## config.mk

```make
export PLATFORM = sky130hd
export DESIGN_NAME = cwrd_top
export DESIGN_NICKNAME = d
export VERILOG_FILES = /design/src/common/cwrd_pkg.sv /design/src/core/cwrd_policy.sv /design/src/core/cwrd_sync.sv /design/src/core/cwrd_top.sv
export VERILOG_INCLUDE_DIRS = /design/src /design/src/common
export SDC_FILE = /design/constraint.sdc
export NUM_CORES = 1
export LEC_CHECK = 0
export ABC_AREA = 0
export BUFFER_PORTS_ARGS = -buffer_cell sky130_fd_sc_hd__buf_2
export CAP_MARGIN = 20
export CORE_ASPECT_RATIO = 0.8
export CORE_MARGIN = 4
export CORE_UTILIZATION = 48
export DETAILED_ROUTE_END_ITERATION = 16
export PLACE_DENSITY = 0.89
export RECOVER_POWER = 50
export SYNTH_ARGS = -nofsm -noshare
export SYNTH_HDL_FRONTEND = slang
export SYNTH_SLANG_ARGS = --single-unit
```

## constraint.sdc

```tcl
create_clock -name mclk_in -period 3.38 [get_ports mclk_in]
set_clock_uncertainty 0.15 [all_clocks]
set_input_delay 0.676 -clock mclk_in [delete_from_list [all_inputs] [get_ports mclk_in]]
set_output_delay 0.676 -clock mclk_in [all_outputs]
set_load 0.005 [all_outputs]
```

## src/common/cwrd_params.svh

```systemverilog
// constants for the configuration word reset decoder
`ifndef CWRD_PARAMS_SVH
`define CWRD_PARAMS_SVH
// register byte addresses, each the word index times four
`define CWRD_WDOG_CTRL_IDX 8'h30
`define CWRD_BOR_CTRL_IDX 8'h3f
`define CWRD_CFG_WORD_IDX 8'h40
`define CWRD_STATUS_IDX 8'h41
`define CWRD_WDOG_CTRL_ADDR 10'h0c0
`define CWRD_BOR_CTRL_ADDR 10'h0fc
`define CWRD_CFG_WORD_ADDR 10'h100
`define CWRD_STATUS_ADDR 10'h104
// configuration word field positions
`define CWRD_PROT_POS 7
`define CWRD_PUP_POS 5
`define CWRD_WDOG_HI 4
`define CWRD_WDOG_LO 3
`define CWRD_BROWN_HI 2
`define CWRD_BROWN_LO 1
`define CWRD_CLKSEL_POS 0
// software enable bits
`define CWRD_WDOG_SOFT_POS 0
`define CWRD_BROWN_SOFT_POS 7
// reset values
`define CWRD_WDOG_CTRL_RST 8'h00
`define CWRD_BOR_CTRL_RST 8'h80
`define CWRD_CFG_RST 14'h3fff
`endif

```

## src/common/cwrd_pkg.sv

```systemverilog
// types for the configuration word reset decoder
package cwrd_pkg;
  // two-bit enable policy of the watchdog and brown-out fields
  typedef enum logic [1:0] {
    CWRD_POL_OFF = 2'h0,
    CWRD_POL_SOFT = 2'h1,
    CWRD_POL_RUN = 2'h2,
    CWRD_POL_ON = 2'h3
  } cwrd_policy_t;
  // decoded, latched configuration
  typedef struct packed {
    logic code_protect;
    logic powerup_timer_en;
    cwrd_policy_t watchdog_enable_field;
    cwrd_policy_t brownout_enable_field;
    logic external_clock_mode;
  } cwrd_cfg_t;
  // effective enables driven out
  typedef struct packed {
    logic powerup_timer;
    logic watchdog_timer;
    logic brownout_reset;
    logic external_clock_mode;
    logic clock_in_pin_gpio;
    logic code_protect;
  } cwrd_en_t;
endpackage : cwrd_pkg

```

## src/core/cwrd_policy.sv

```systemverilog
// one enable policy decoder, shared by watchdog and brown-out
`timescale 1ns/10ps
`default_nettype none
module cwrd_policy
  import cwrd_pkg::*;
(
  // policy and conditions
  input wire cwrd_policy_t policy_in,
  input wire logic sleep_in,
  input wire logic soft_en_in,
  // decoded enable
  output logic enable_out
);
  // combinational decode of the two-bit field
  always_comb begin
    case (policy_in)
      CWRD_POL_ON: enable_out = 1'b1;
      CWRD_POL_RUN: enable_out = ~sleep_in;
      CWRD_POL_SOFT: enable_out = soft_en_in;
      default: enable_out = 1'b0;
    endcase
  end
endmodule : cwrd_policy
`default_nettype wire

```

## src/core/cwrd_sync.sv

```systemverilog
// three-stage synchroniser for an asynchronous level
`timescale 1ns/10ps
`default_nettype none
module cwrd_sync (
  // clock and reset
  input wire logic mclk_in,
  input wire logic rst_b_in,
  // async level and its clean copy
  input wire logic async_in,
  output logic level_out
);
  logic s1_r; // first stage, read by s2 only
  logic s2_r;
  logic s3_r;
  // shift chain; level changes once s2 and s3 agree
  always_ff @(posedge mclk_in or negedge rst_b_in) begin
    if (!rst_b_in) begin
      s1_r <= 1'b0;
      s2_r <= 1'b0;
      s3_r <= 1'b0;
      level_out <= 1'b0;
    end else begin
      s1_r <= async_in;
      s2_r <= s1_r;
      s3_r <= s2_r;
      if (s2_r == s3_r) begin
        level_out <= s3_r;
      end
    end
  end
endmodule : cwrd_sync
`default_nettype wire

```

## src/core/cwrd_top.sv

```systemverilog
// configuration word decoder driving reset and power enables
//
// The Wishbone slave port was decided locally.
`timescale 1ns/10ps
`default_nettype none
`include "cwrd_params.svh"
////////////////////////////////////////////////////////////////////////////
// Behaviour
// power-up timer on when its bit is 0
// watchdog field 11 on, 00 off
// watchdog field 10 runs, stops in sleep
// watchdog field 01 follows software enable
// brown-out 11 on, 00 off, software ignored
// brown-out 10 on running, off sleeping
// brown-out 01 follows software enable bit
// clock select 1 external, 0 internal
// power-up timer independent of brown-out
// code protect cleared only by bulk erase; here reset also clears it
// latch config at reset release, hold
module cwrd_top
  import cwrd_pkg::*;
(
  // clock and reset
  input wire logic mclk_in,
  input wire logic rst_b_in,
  // nonvolatile word and core status
  input wire logic [13:0] cfg_word_in,
  input wire logic sleep_in,
  input wire logic bulk_erase_in,
  // wishbone slave
  input wire logic wb_cyc_in,
  input wire logic wb_stb_in,
  input wire logic wb_we_in,
  input wire logic [9:0] wb_adr_in,
  input wire logic [3:0] wb_sel_in,
  input wire logic [31:0] wb_dat_in,
  output logic [31:0] wb_dat_out,
  output logic wb_ack_out,
  // effective enables
  output var cwrd_en_t en_out
);
  ////////////////////////////////////////////////////////////////////////////
  // state
  logic [7:0] wdog_ctrl_r; // soft watchdog enable in bit 0
  logic [7:0] bor_ctrl_r; // soft brownout enable in bit 7
  logic [13:0] cfg_word_r; // snapshot of the word
  cwrd_cfg_t cfg_r; // decoded snapshot
  logic cfg_loaded_r; // snapshot taken since reset
  logic cp_latch_r; // sticky code protection
  logic sleep_s; // synchronised sleep
  logic erase_s; // synchronised bulk erase
  logic erase_d_r; // erase edge helper
  logic wdog_en_w;
  logic bor_en_w;
  logic wb_req_w;
  logic [31:0] rd_nxt;

  ////////////////////////////////////////////////////////////////////////////
  // pin synchronisers, sleep and erase come from other domains
  cwrd_sync u_sync_sleep (
    .mclk_in(mclk_in),
    .rst_b_in(rst_b_in),
    .async_in(sleep_in),
    .level_out(sleep_s)
  );
  cwrd_sync u_sync_erase (
    .mclk_in(mclk_in),
    .rst_b_in(rst_b_in),
    .async_in(bulk_erase_in),
    .level_out(erase_s)
  );

  ////////////////////////////////////////////////////////////////////////////
  // configuration snapshot, taken by the clock after reset release
  // reset loads a constant only; the word is captured on the first edge
  always_ff @(posedge mclk_in or negedge rst_b_in) begin
    if (!rst_b_in) begin
      cfg_word_r <= `CWRD_CFG_RST;
      cfg_loaded_r <= 1'b0;
    end else if (!cfg_loaded_r) begin
      cfg_word_r <= cfg_word_in;
      cfg_loaded_r <= 1'b1;
    end
  end

  // decode of the held word; fixed until the next reset
  always_comb begin
    cfg_r.code_protect = ~cfg_word_r[`CWRD_PROT_POS];
    cfg_r.powerup_timer_en = ~cfg_word_r[`CWRD_PUP_POS];
    cfg_r.watchdog_enable_field =
      cwrd_policy_t'(cfg_word_r[`CWRD_WDOG_HI:`CWRD_WDOG_LO]);
    cfg_r.brownout_enable_field =
      cwrd_policy_t'(cfg_word_r[`CWRD_BROWN_HI:`CWRD_BROWN_LO]);
    cfg_r.external_clock_mode = cfg_word_r[`CWRD_CLKSEL_POS];
  end

  ////////////////////////////////////////////////////////////////////////////
  // code protection latch; reset or a bulk erase edge clears it
  // set wins over clear so an enabled word never slips through
  always_ff @(posedge mclk_in or negedge rst_b_in) begin
    if (!rst_b_in) begin
      cp_latch_r <= 1'b0;
      erase_d_r <= 1'b0;
    end else begin
      erase_d_r <= erase_s;
      if (cfg_loaded_r && cfg_r.code_protect) begin
        cp_latch_r <= 1'b1;
      end else if (erase_s && !erase_d_r) begin
        cp_latch_r <= 1'b0;
      end
    end
  end

  ////////////////////////////////////////////////////////////////////////////
  // policy decoders
  cwrd_policy u_wdog_pol (
    .policy_in(cfg_r.watchdog_enable_field),
    .sleep_in(sleep_s),
    .soft_en_in(wdog_ctrl_r[`CWRD_WDOG_SOFT_POS]),
    .enable_out(wdog_en_w)
  );
  cwrd_policy u_bor_pol (
    .policy_in(cfg_r.brownout_enable_field),
    .sleep_in(sleep_s),
    .soft_en_in(bor_ctrl_r[`CWRD_BROWN_SOFT_POS]),
    .enable_out(bor_en_w)
  );

  ////////////////////////////////////////////////////////////////////////////
  // registered enables; nothing is driven before the snapshot exists
  always_ff @(posedge mclk_in or negedge rst_b_in) begin
    if (!rst_b_in) begin
      en_out <= '0;
    end else if (cfg_loaded_r) begin
      en_out.powerup_timer <= cfg_r.powerup_timer_en;
      en_out.watchdog_timer <= wdog_en_w;
      en_out.brownout_reset <= bor_en_w;
      en_out.external_clock_mode <= cfg_r.external_clock_mode;
      en_out.clock_in_pin_gpio <= ~cfg_r.external_clock_mode;
      en_out.code_protect <= cp_latch_r | cfg_r.code_protect;
    end
  end

  ////////////////////////////////////////////////////////////////////////////
  // wishbone slave, one wait state, ack drops after one cycle
  assign wb_req_w = wb_cyc_in & wb_stb_in & ~wb_ack_out;

  // software enable registers; writes need the low byte lane
  always_ff @(posedge mclk_in or negedge rst_b_in) begin
    if (!rst_b_in) begin
      wdog_ctrl_r <= `CWRD_WDOG_CTRL_RST;
      bor_ctrl_r <= `CWRD_BOR_CTRL_RST;
    end else if (wb_req_w && wb_we_in && wb_sel_in[0]) begin
      if (wb_adr_in == `CWRD_WDOG_CTRL_ADDR) begin
        wdog_ctrl_r <= {7'h00, wb_dat_in[`CWRD_WDOG_SOFT_POS]};
      end else if (wb_adr_in == `CWRD_BOR_CTRL_ADDR) begin
        bor_ctrl_r <= {wb_dat_in[`CWRD_BROWN_SOFT_POS], 7'h00};
      end
    end
  end

  // read mux; unmapped addresses read zero and still ack
  always_comb begin
    rd_nxt = 32'h0000_0000;
    if (wb_adr_in == `CWRD_WDOG_CTRL_ADDR) begin
      rd_nxt = {24'h000000, wdog_ctrl_r};
    end else if (wb_adr_in == `CWRD_BOR_CTRL_ADDR) begin
      rd_nxt = {24'h000000, bor_ctrl_r};
    end else if (wb_adr_in == `CWRD_CFG_WORD_ADDR) begin
      rd_nxt = {18'h00000, cfg_word_r};
    end else if (wb_adr_in == `CWRD_STATUS_ADDR) begin
      rd_nxt = {26'h0000000, en_out};
    end
  end

  // ack and read data registered
  always_ff @(posedge mclk_in or negedge rst_b_in) begin
    if (!rst_b_in) begin
      wb_ack_out <= 1'b0;
      wb_dat_out <= 32'h0000_0000;
    end else begin
      wb_ack_out <= wb_req_w;
      if (wb_req_w) begin
        wb_dat_out <= rd_nxt;
      end
    end
  end
endmodule : cwrd_top
`default_nettype wire

```

==> results of run 1 <==
## worst max-delay path by stage
stage | endpoint | from
finish | wb_dat_out[7]$_DFFE_PN0N_ | wb_adr_in[2]
global route | wb_dat_out[7]$_DFFE_PN0N_ | wb_adr_in[2]
CTS | wb_dat_out[7]$_DFFE_PN0N_ | wb_adr_in[2]
detailed placement | wb_dat_out[7]$_DFFE_PN0N_ | wb_adr_in[2]
global placement | wb_dat_out[7]$_DFFE_PN0N_ | wb_adr_in[2]
floorplan | wdog_ctrl_r[0]$_DFFE_PN0P_ | wb_adr_in[2]
## through the flow
stage | hold slack, ns | util, % | total power, mW
after CTS | 0.2038 | 60.41 | 1.167
after floorplan | 0.1812 | - | 0.7273
after global routing | 0.05970 | 60.89 | 1.211
after detailed placement | 0.1847 | 57.68 | 0.7691
after global placement | 0.1822 | 57.68 | 0.7627
final | 0.06312 | 60.89 | 1.158
## area by class of cell
type	instances	area, um2	share of cell area, %
Sequential cell	48	1220	50.99
Multi-Input combinational cell	98	676.9	28.30
Inverter	6	22.52	0.9414
Clock inverter	2	35.03	1.464
Tap cell	55	68.82	2.877
Clock buffer	6	72.57	3.033
Timing Repair Buffer	56	296.5	12.40
## logic make-up (layout without fill, tap and decap cells)
| logic type | Yosys count | in the layout | synth area share [%] |
|---|---|---|---|
| multiplexers | 20 | 20 | 10.86 |
| adder cells (fa/ha/maj) | 2 | 2 | 0.9926 |
| AO/OA/AOI/OAI | 25 | 25 | 8.562 |
| other | 2 | 19 | 0.3723 |
| AND/OR/NAND/NOR | 32 | 32 | 9.616 |
| buffers and inverters | 28 | 70 | 9.119 |
| flip-flops | 48 | 48 | 60.48 |
## report_power, final
part	internal [mW]	switching [mW]
clock network	0.219	0.179
registers	0.624	0.0274
logic	0.0553	0.0531
## Yosys cell counts (2+ instances only)
| cell type | number | area share, % |
|---|---|---|
| maj3_1 | 2 | 0.99 |
| buf_4 | 19 | 7.1 |
| nor2_1 | 5 | 0.93 |
| nand2_1 | 9 | 1.7 |
| dfstp_2 | 15 | 20 |
| o21ai_0 | 8 | 2.0 |
| clkbuf_1 | 2 | 0.37 |
| a21oi_1 | 2 | 0.50 |
| a22o_1 | 7 | 3.0 |
| a21o_1 | 2 | 0.74 |
| nor3_1 | 2 | 0.50 |
| mux2_2 | 14 | 7.8 |
| conb_1 | 2 | 0.37 |
| inv_1 | 6 | 1.1 |
| nand3_1 | 2 | 0.50 |
| or2_2 | 3 | 0.93 |
| nor2b_1 | 3 | 0.93 |
| dfrtp_1 | 33 | 41 |
| mux2i_1 | 5 | 2.5 |
| nand4_1 | 2 | 0.62 |
## worst register-to-register path: stages (launching register included)
cell and delay (ns):
dfrtp_1 0.38, nand3b_1 0.39, nor4_1 0.51, nand3_1 0.13, mux2_2 0.29
## routing by layer
layer | part of all wire, % | up-vias
met5 | 0 | -
met4 | 2.8 | 0
met1 | 43 | 607
met2 | 48 | 43
met3 | 5.8 | 11
li1 | - | 630
==> summary.md, run 1 <==
| Metric | Value |
|---|---|
| Status | `completed` |
| Vias per cell | `roughly 4.8` |
| Clock buffer count from CTS | `5` |
| Most common cell after layout, fill and taps aside | `buf_2` |
| Inserted Diodes | `0` |
| Pwr per Cell Area | `483.9 nW/um2` |
| Fmax | `489.7 MHz` |
| Unique cell type count in the Yosys netlist | `34` |
| Lkg Pwr | `~1.2 nW` |
| Worst path required time | `3.47 ns` |
| Root buf cell | `clkbuf_8` |
| Initial antenna violation count | `0` |
| Setup bufs post-CTS | `0` |
| Max VDD drop | `0.3287 mV` |
| DR WL/cell | `13.66 um` |
| Placed Area | `2266 um2` |
| Global-route wire length before repair | `6072 um` |
| GR met2 Demand/Resource | `23.86%` |
| Final Non-Filler Cells | `~270` |
| CTS H-tree depth | `2` |
| Worst skew pair latency | `0.30 ns` |
| CP Depth | `5` |
| Slowest CP cell | `or4_4` |
| Worst path top cell family by delay | `simple AND/OR/NAND/NOR gates` |
| Height of the die | `65.98 um` |
| M3 GR Usage | `roughly 4.1%` |
| CTS Hold Bufs | `0` |
| Sink Count | `48` |
| Largest fanout on the critical path | `8` |
| Pin count of the biggest net entering global routing | `between 40 and 50` |
| Max-slew violations | `0` |
| Synth Instances | `157` |
| Critical Path Source Type | `input pin` |
| Measured slew at the worst slew-check pin | `0.7282 ns` |
| Busiest grt layer | `met2` |
| Die ar. | `approximately 5300 um2` |
| Crit end category | `flop` |
| CP arrival | `2.13 ns` |
| Clk pin slew, worst setup/hold paths | `0.08 ns` |
| Filler cells | `354` |
| Area Overhead vs Synth | `18.61%` |
| DRC violations left | `0` |
| Worst-path cell chain | `buf_2 > or4_4 > nor4_4 > a222oi_1 > inv_1` |
| Placed Instances | `262` |
| RR Startpoint | `wb_ack_out$_DFF_PN0_` |
| Initial Util | `51.34%` |
| Vias in the first global route | `1346` |
| Final setup TNS | `0 ns` |
| RR Endpoint | `bor_ctrl_r[7]$_DFFE_PN1P_` |
| Top flop regs | `cfg_word_r x14, wb_dat_out x14, en_out x6` |
| Crit path time final | `2.042 ns` |
| R2r setup slk | `1.47 ns` |
| Post-route ant nets | `0` |
| R2R cell count | `4` |
| Critical path type | `input pin to flop` |
| Max-slew headroom | `51.45%` |
| Endpoints failing hold | `0` |
| Final period util | `60.42%` |
| Site Rows | `20` |
| Worst hold-check path type | `input pin to async pin` |
| Mapped cell area | `2017 um2` |
| Overflow after GRT | `0` |
| WP buf/inv | `2` |
| Final WS setup | `around 1.3 ns` |
| IO buf count | `54` |
| Design area | `2392 um2` |
| Syn_area_per_cell | `12.85 um2` |
| CP peak stage delay | `0.58 ns` |
| Die width | `approximately 80 um` |
| GPL Wtd Cong | `~0.80` |
| Post-DP HPWL | `~2900 um` |
| Flops & latches, synth | `48` |
| Endpoints failing setup | `0` |
| Seq/Total Area, Yosys | `60.48%` |
| GRT Util Overall | `about 15%` |
| Max Cap Viol | `0` |
| Async SR Flop Fraction | `100.0%` |
| 1st-iter DRT viols | `73` |
| Unrepaired setup endpoints after global routing | `no` |
| Primary FF master, synth | `dfrtp_1` |
| Vias | `~1300` |
| Number of flops mapped to enable cells by yosys | `0` |
| # nets final | `282` |
| Final wirelength | `3703 um` |
| Clock Path Buffers | `2` |
| Placeable Area | `just under 4000 um2` |
| PostCTS Resize Cnt | `0` |
| Share of post-route cells with drive strength above 1 | `44.91%` |
| Synth warn | `0` |
| CTS tree | `built` |
| IO Pins | `106` |
| Pre-CTS setup slack | `1.053 ns` |
| GR Layer Usage met1 | `19.24%` |
| Commonest cells after routing, fill and taps aside | `53 x buf_2, 33 x dfrtp_1, 19 x conb_1` |
| Drt first pass iters | `4` |
(Power assumes the default switching activity.)
==> run 2: changes to the inputs <==
- CORE_UTILIZATION: 48 -> 44
- PLACE_DENSITY: 0.89 -> 0.83
- clock period: 3.38 -> 2 ns (I/O delays scaled with it)
==> summary.md, run 2 (synthesized netlist as in run 1, its figures left out) <==
| Metric | Value |
|---|---|
| Pre-CTS setup slack | `0.05417 ns (-0.9987 ns)` |
| Clock Path Buffers | `2 (unchanged)` |
| Crit path time final | `1.712 ns` |
| Crit end category | `flop` |
| Post-route ant nets | `0 (unchanged)` |
| R2R cell count | `5 (+1)` |
| Pwr per Cell Area | `763.8 nW/um2 (+58%)` |
| RR Startpoint | `wb_ack_out$_DFF_PN0_` |
| Worst hold-check path type | `input pin to flop` |
| Fmax | `584.0 MHz` |
| GRT Util Overall | `14.40% (-0.69 points)` |
| Max Cap Viol | `0 (unchanged)` |
| Max VDD drop | `0.5182 mV (+58%)` |
| PostCTS Resize Cnt | `0 (unchanged)` |
| Vias per cell | `4.726 (-0.80%)` |
| CTS H-tree depth | `2 (unchanged)` |
| Commonest cells after routing, fill and taps aside | `54 x buf_2, 33 x dfrtp_1, 19 x conb_1` |
| Inserted Diodes | `0 (unchanged)` |
| RR Endpoint | `bor_ctrl_r[7]$_DFFE_PN1P_` |
| Placed Area | `2313 um2 (+2.1%)` |
| Area Overhead vs Synth | `18.61% (unchanged)` |
| GR Layer Usage met1 | `18.60% (-0.64 points)` |
| Die width | `83.70 um (+4.0%)` |
| Height of the die | `68.56 um (+3.9%)` |
| Placeable Area | `4309 um2 (+9.7%)` |
| Final setup TNS | `0 ns (unchanged)` |
| GPL Wtd Cong | `0.7627 (-4.1%)` |
| Pin count of the biggest net entering global routing | `49 (unchanged)` |
| Post-DP HPWL | `2995 um (+4.6%)` |
| Unrepaired setup endpoints after global routing | `no` |
| Worst setup startpoint | `wb_ack_out$_DFF_PN0_` |
| Max-slew headroom | `23.43% (-28 points)` |
| CP arrival | `1.79 ns (-0.34 ns)` |
| Root buf cell | `clkbuf_8` |
| Lkg Pwr | `1.203 nW (+0.61%)` |
| Vias in the first global route | `1281 (-4.8%)` |
| R2r setup slk | `0.29 ns (-1.18 ns)` |
| Critical path type | `flop to flop` |
| Initial antenna violation count | `0 (unchanged)` |
| Final WS setup | `0.2877 ns (-1.050 ns)` |
| DRC violations left | `0 (unchanged)` |
| CTS Hold Bufs | `0 (unchanged)` |
| # nets final | `287 (+1.8%)` |
| Overflow after GRT | `0 (unchanged)` |
| Final wirelength | `3919 um (+5.8%)` |
| Global-route wire length before repair | `6223 um (+2.5%)` |
| Endpoints failing hold | `0 (unchanged)` |
| GR met2 Demand/Resource | `21.73% (-2.1 points)` |
| Site Rows | `21 (+5.0%)` |
| Most common cell after layout, fill and taps aside | `buf_2` |
| M3 GR Usage | `5.701% (+1.6 points)` |
| Drt first pass iters | `4 (unchanged)` |
| 1st-iter DRT viols | `90 (+23%)` |
| CTS tree | `built` |
| Critical Path Source Type | `flop` |
| CP endpoint | `bor_ctrl_r[7]$_DFFE_PN1P_` |
| Worst skew pair latency | `0.30 ns (about the same)` |
| Max-slew violations | `0 (unchanged)` |
| Measured slew at the worst slew-check pin | `1.149 ns (+0.4203 ns)` |
| Die ar. | `5738 um2 (+8.1%)` |
| Worst path required time | `2.08 ns (-1.39 ns)` |
| Vias | `1309 (+1.4%)` |
| Sink Count | `48 (unchanged)` |
| Setup bufs post-CTS | `0 (unchanged)` |
| IO Pins | `106 (unchanged)` |
| Clock buffer count from CTS | `5 (unchanged)` |
| DR WL/cell | `14.15 um (+3.5%)` |
| IO buf count | `54 (unchanged)` |
| Status | `completed` |
| Design area | `2392 um2 (unchanged)` |
| Busiest grt layer | `met2` |
| Top flop regs | `cfg_word_r x14, wb_dat_out x14, en_out x6` |
| Share of post-route cells with drive strength above 1 | `46.82% (+1.9 points)` |
| Largest fanout on the critical path | `3 (-5)` |
| Clk pin slew, worst setup/hold paths | `0.08 ns (about the same)` |
| Final period util | `a little under nine tenths` |
| Endpoints failing setup | `0 (unchanged)` |
| Initial Util | `46.81% (-4.5 points)` |
-- run 2: changes by cell type in the layout (fill, tap and decap cells not counted) --
cell	previous run	this run
bufinv_16	1	0
clkinvlp_4	0	1
clkbuf_2	0	1
buf_4	1	6
clkbuf_1	2	0
buf_2	53	54
buf_12	1	0
-- run 2: final cells by class --
type	instances	area (um2)
fill	383	1917
sequential	48	1220
inverter	6	22.52
tap	57	71.32
multi-input combinational	98	676.9
clock inverter	2	12.51
clock buffer	5	68.82
timing repair buffer	61	320.3
-- run 2: worst min path at each step --
stage                                start                           to  slack (ns)  depth (start not counted)
3_3_place_gp   u_sync_sleep.s1_r$_DFF_PN0_  u_sync_sleep.s2_r$_DFF_PN0_        0.18                          0
2_1_floorplan                     rst_b_in       cfg_loaded_r$_DFF_PN0_       -0.05                          0
6_report                          sleep_in  u_sync_sleep.s1_r$_DFF_PN0_        0.05                          1
3_5_place_dp   u_sync_erase.s1_r$_DFF_PN0_  u_sync_erase.s2_r$_DFF_PN0_        0.19                          0
5_1_grt                           sleep_in  u_sync_sleep.s1_r$_DFF_PN0_        0.04                          1
4_1_cts                           rst_b_in  u_sync_sleep.s1_r$_DFF_PN0_        0.04                          2
-- run 2: worst max-delay path, stage by stage, from the launching register on --
cell	delay [ns]
dfrtp_1	0.38
nand3b_1	0.21
nor4_1	0.39
buf_4	0.18
nand3_1	0.08
mux2_2	0.27
-- run 2: where the power goes --
part / leakage, nW / total, mW / internal, mW / switching [mW]
logic: 0.585 / 0.187 / 0.0939 / 0.0933
clock network: 0.0400 / 0.544 / 0.237 / 0.307
registers: 0.579 / 1.10 / 1.05 / 0.0418
-- run 2: routing by layer --
layer  up-vias  part of all wire (%)
li1        633                     -
met1       622                    45
met2        46                    45
met3         8                   8.2
met4         0                   2.1
met5         -                     0
-- run 2: stage by stage --
stage	power (mW)	cells	hold slack [ns]	utilization, %
4_1_cts	1.849	277	0.03994	55.57
5_1_grt	1.922	277	0.04203	55.52
6_report	1.827	277	0.05081	55.52
2_1_floorplan	1.229	174	-0.04559	-
3_3_place_gp	1.296	270	0.1835	53.69
3_5_place_dp	1.305	270	0.1871	53.69
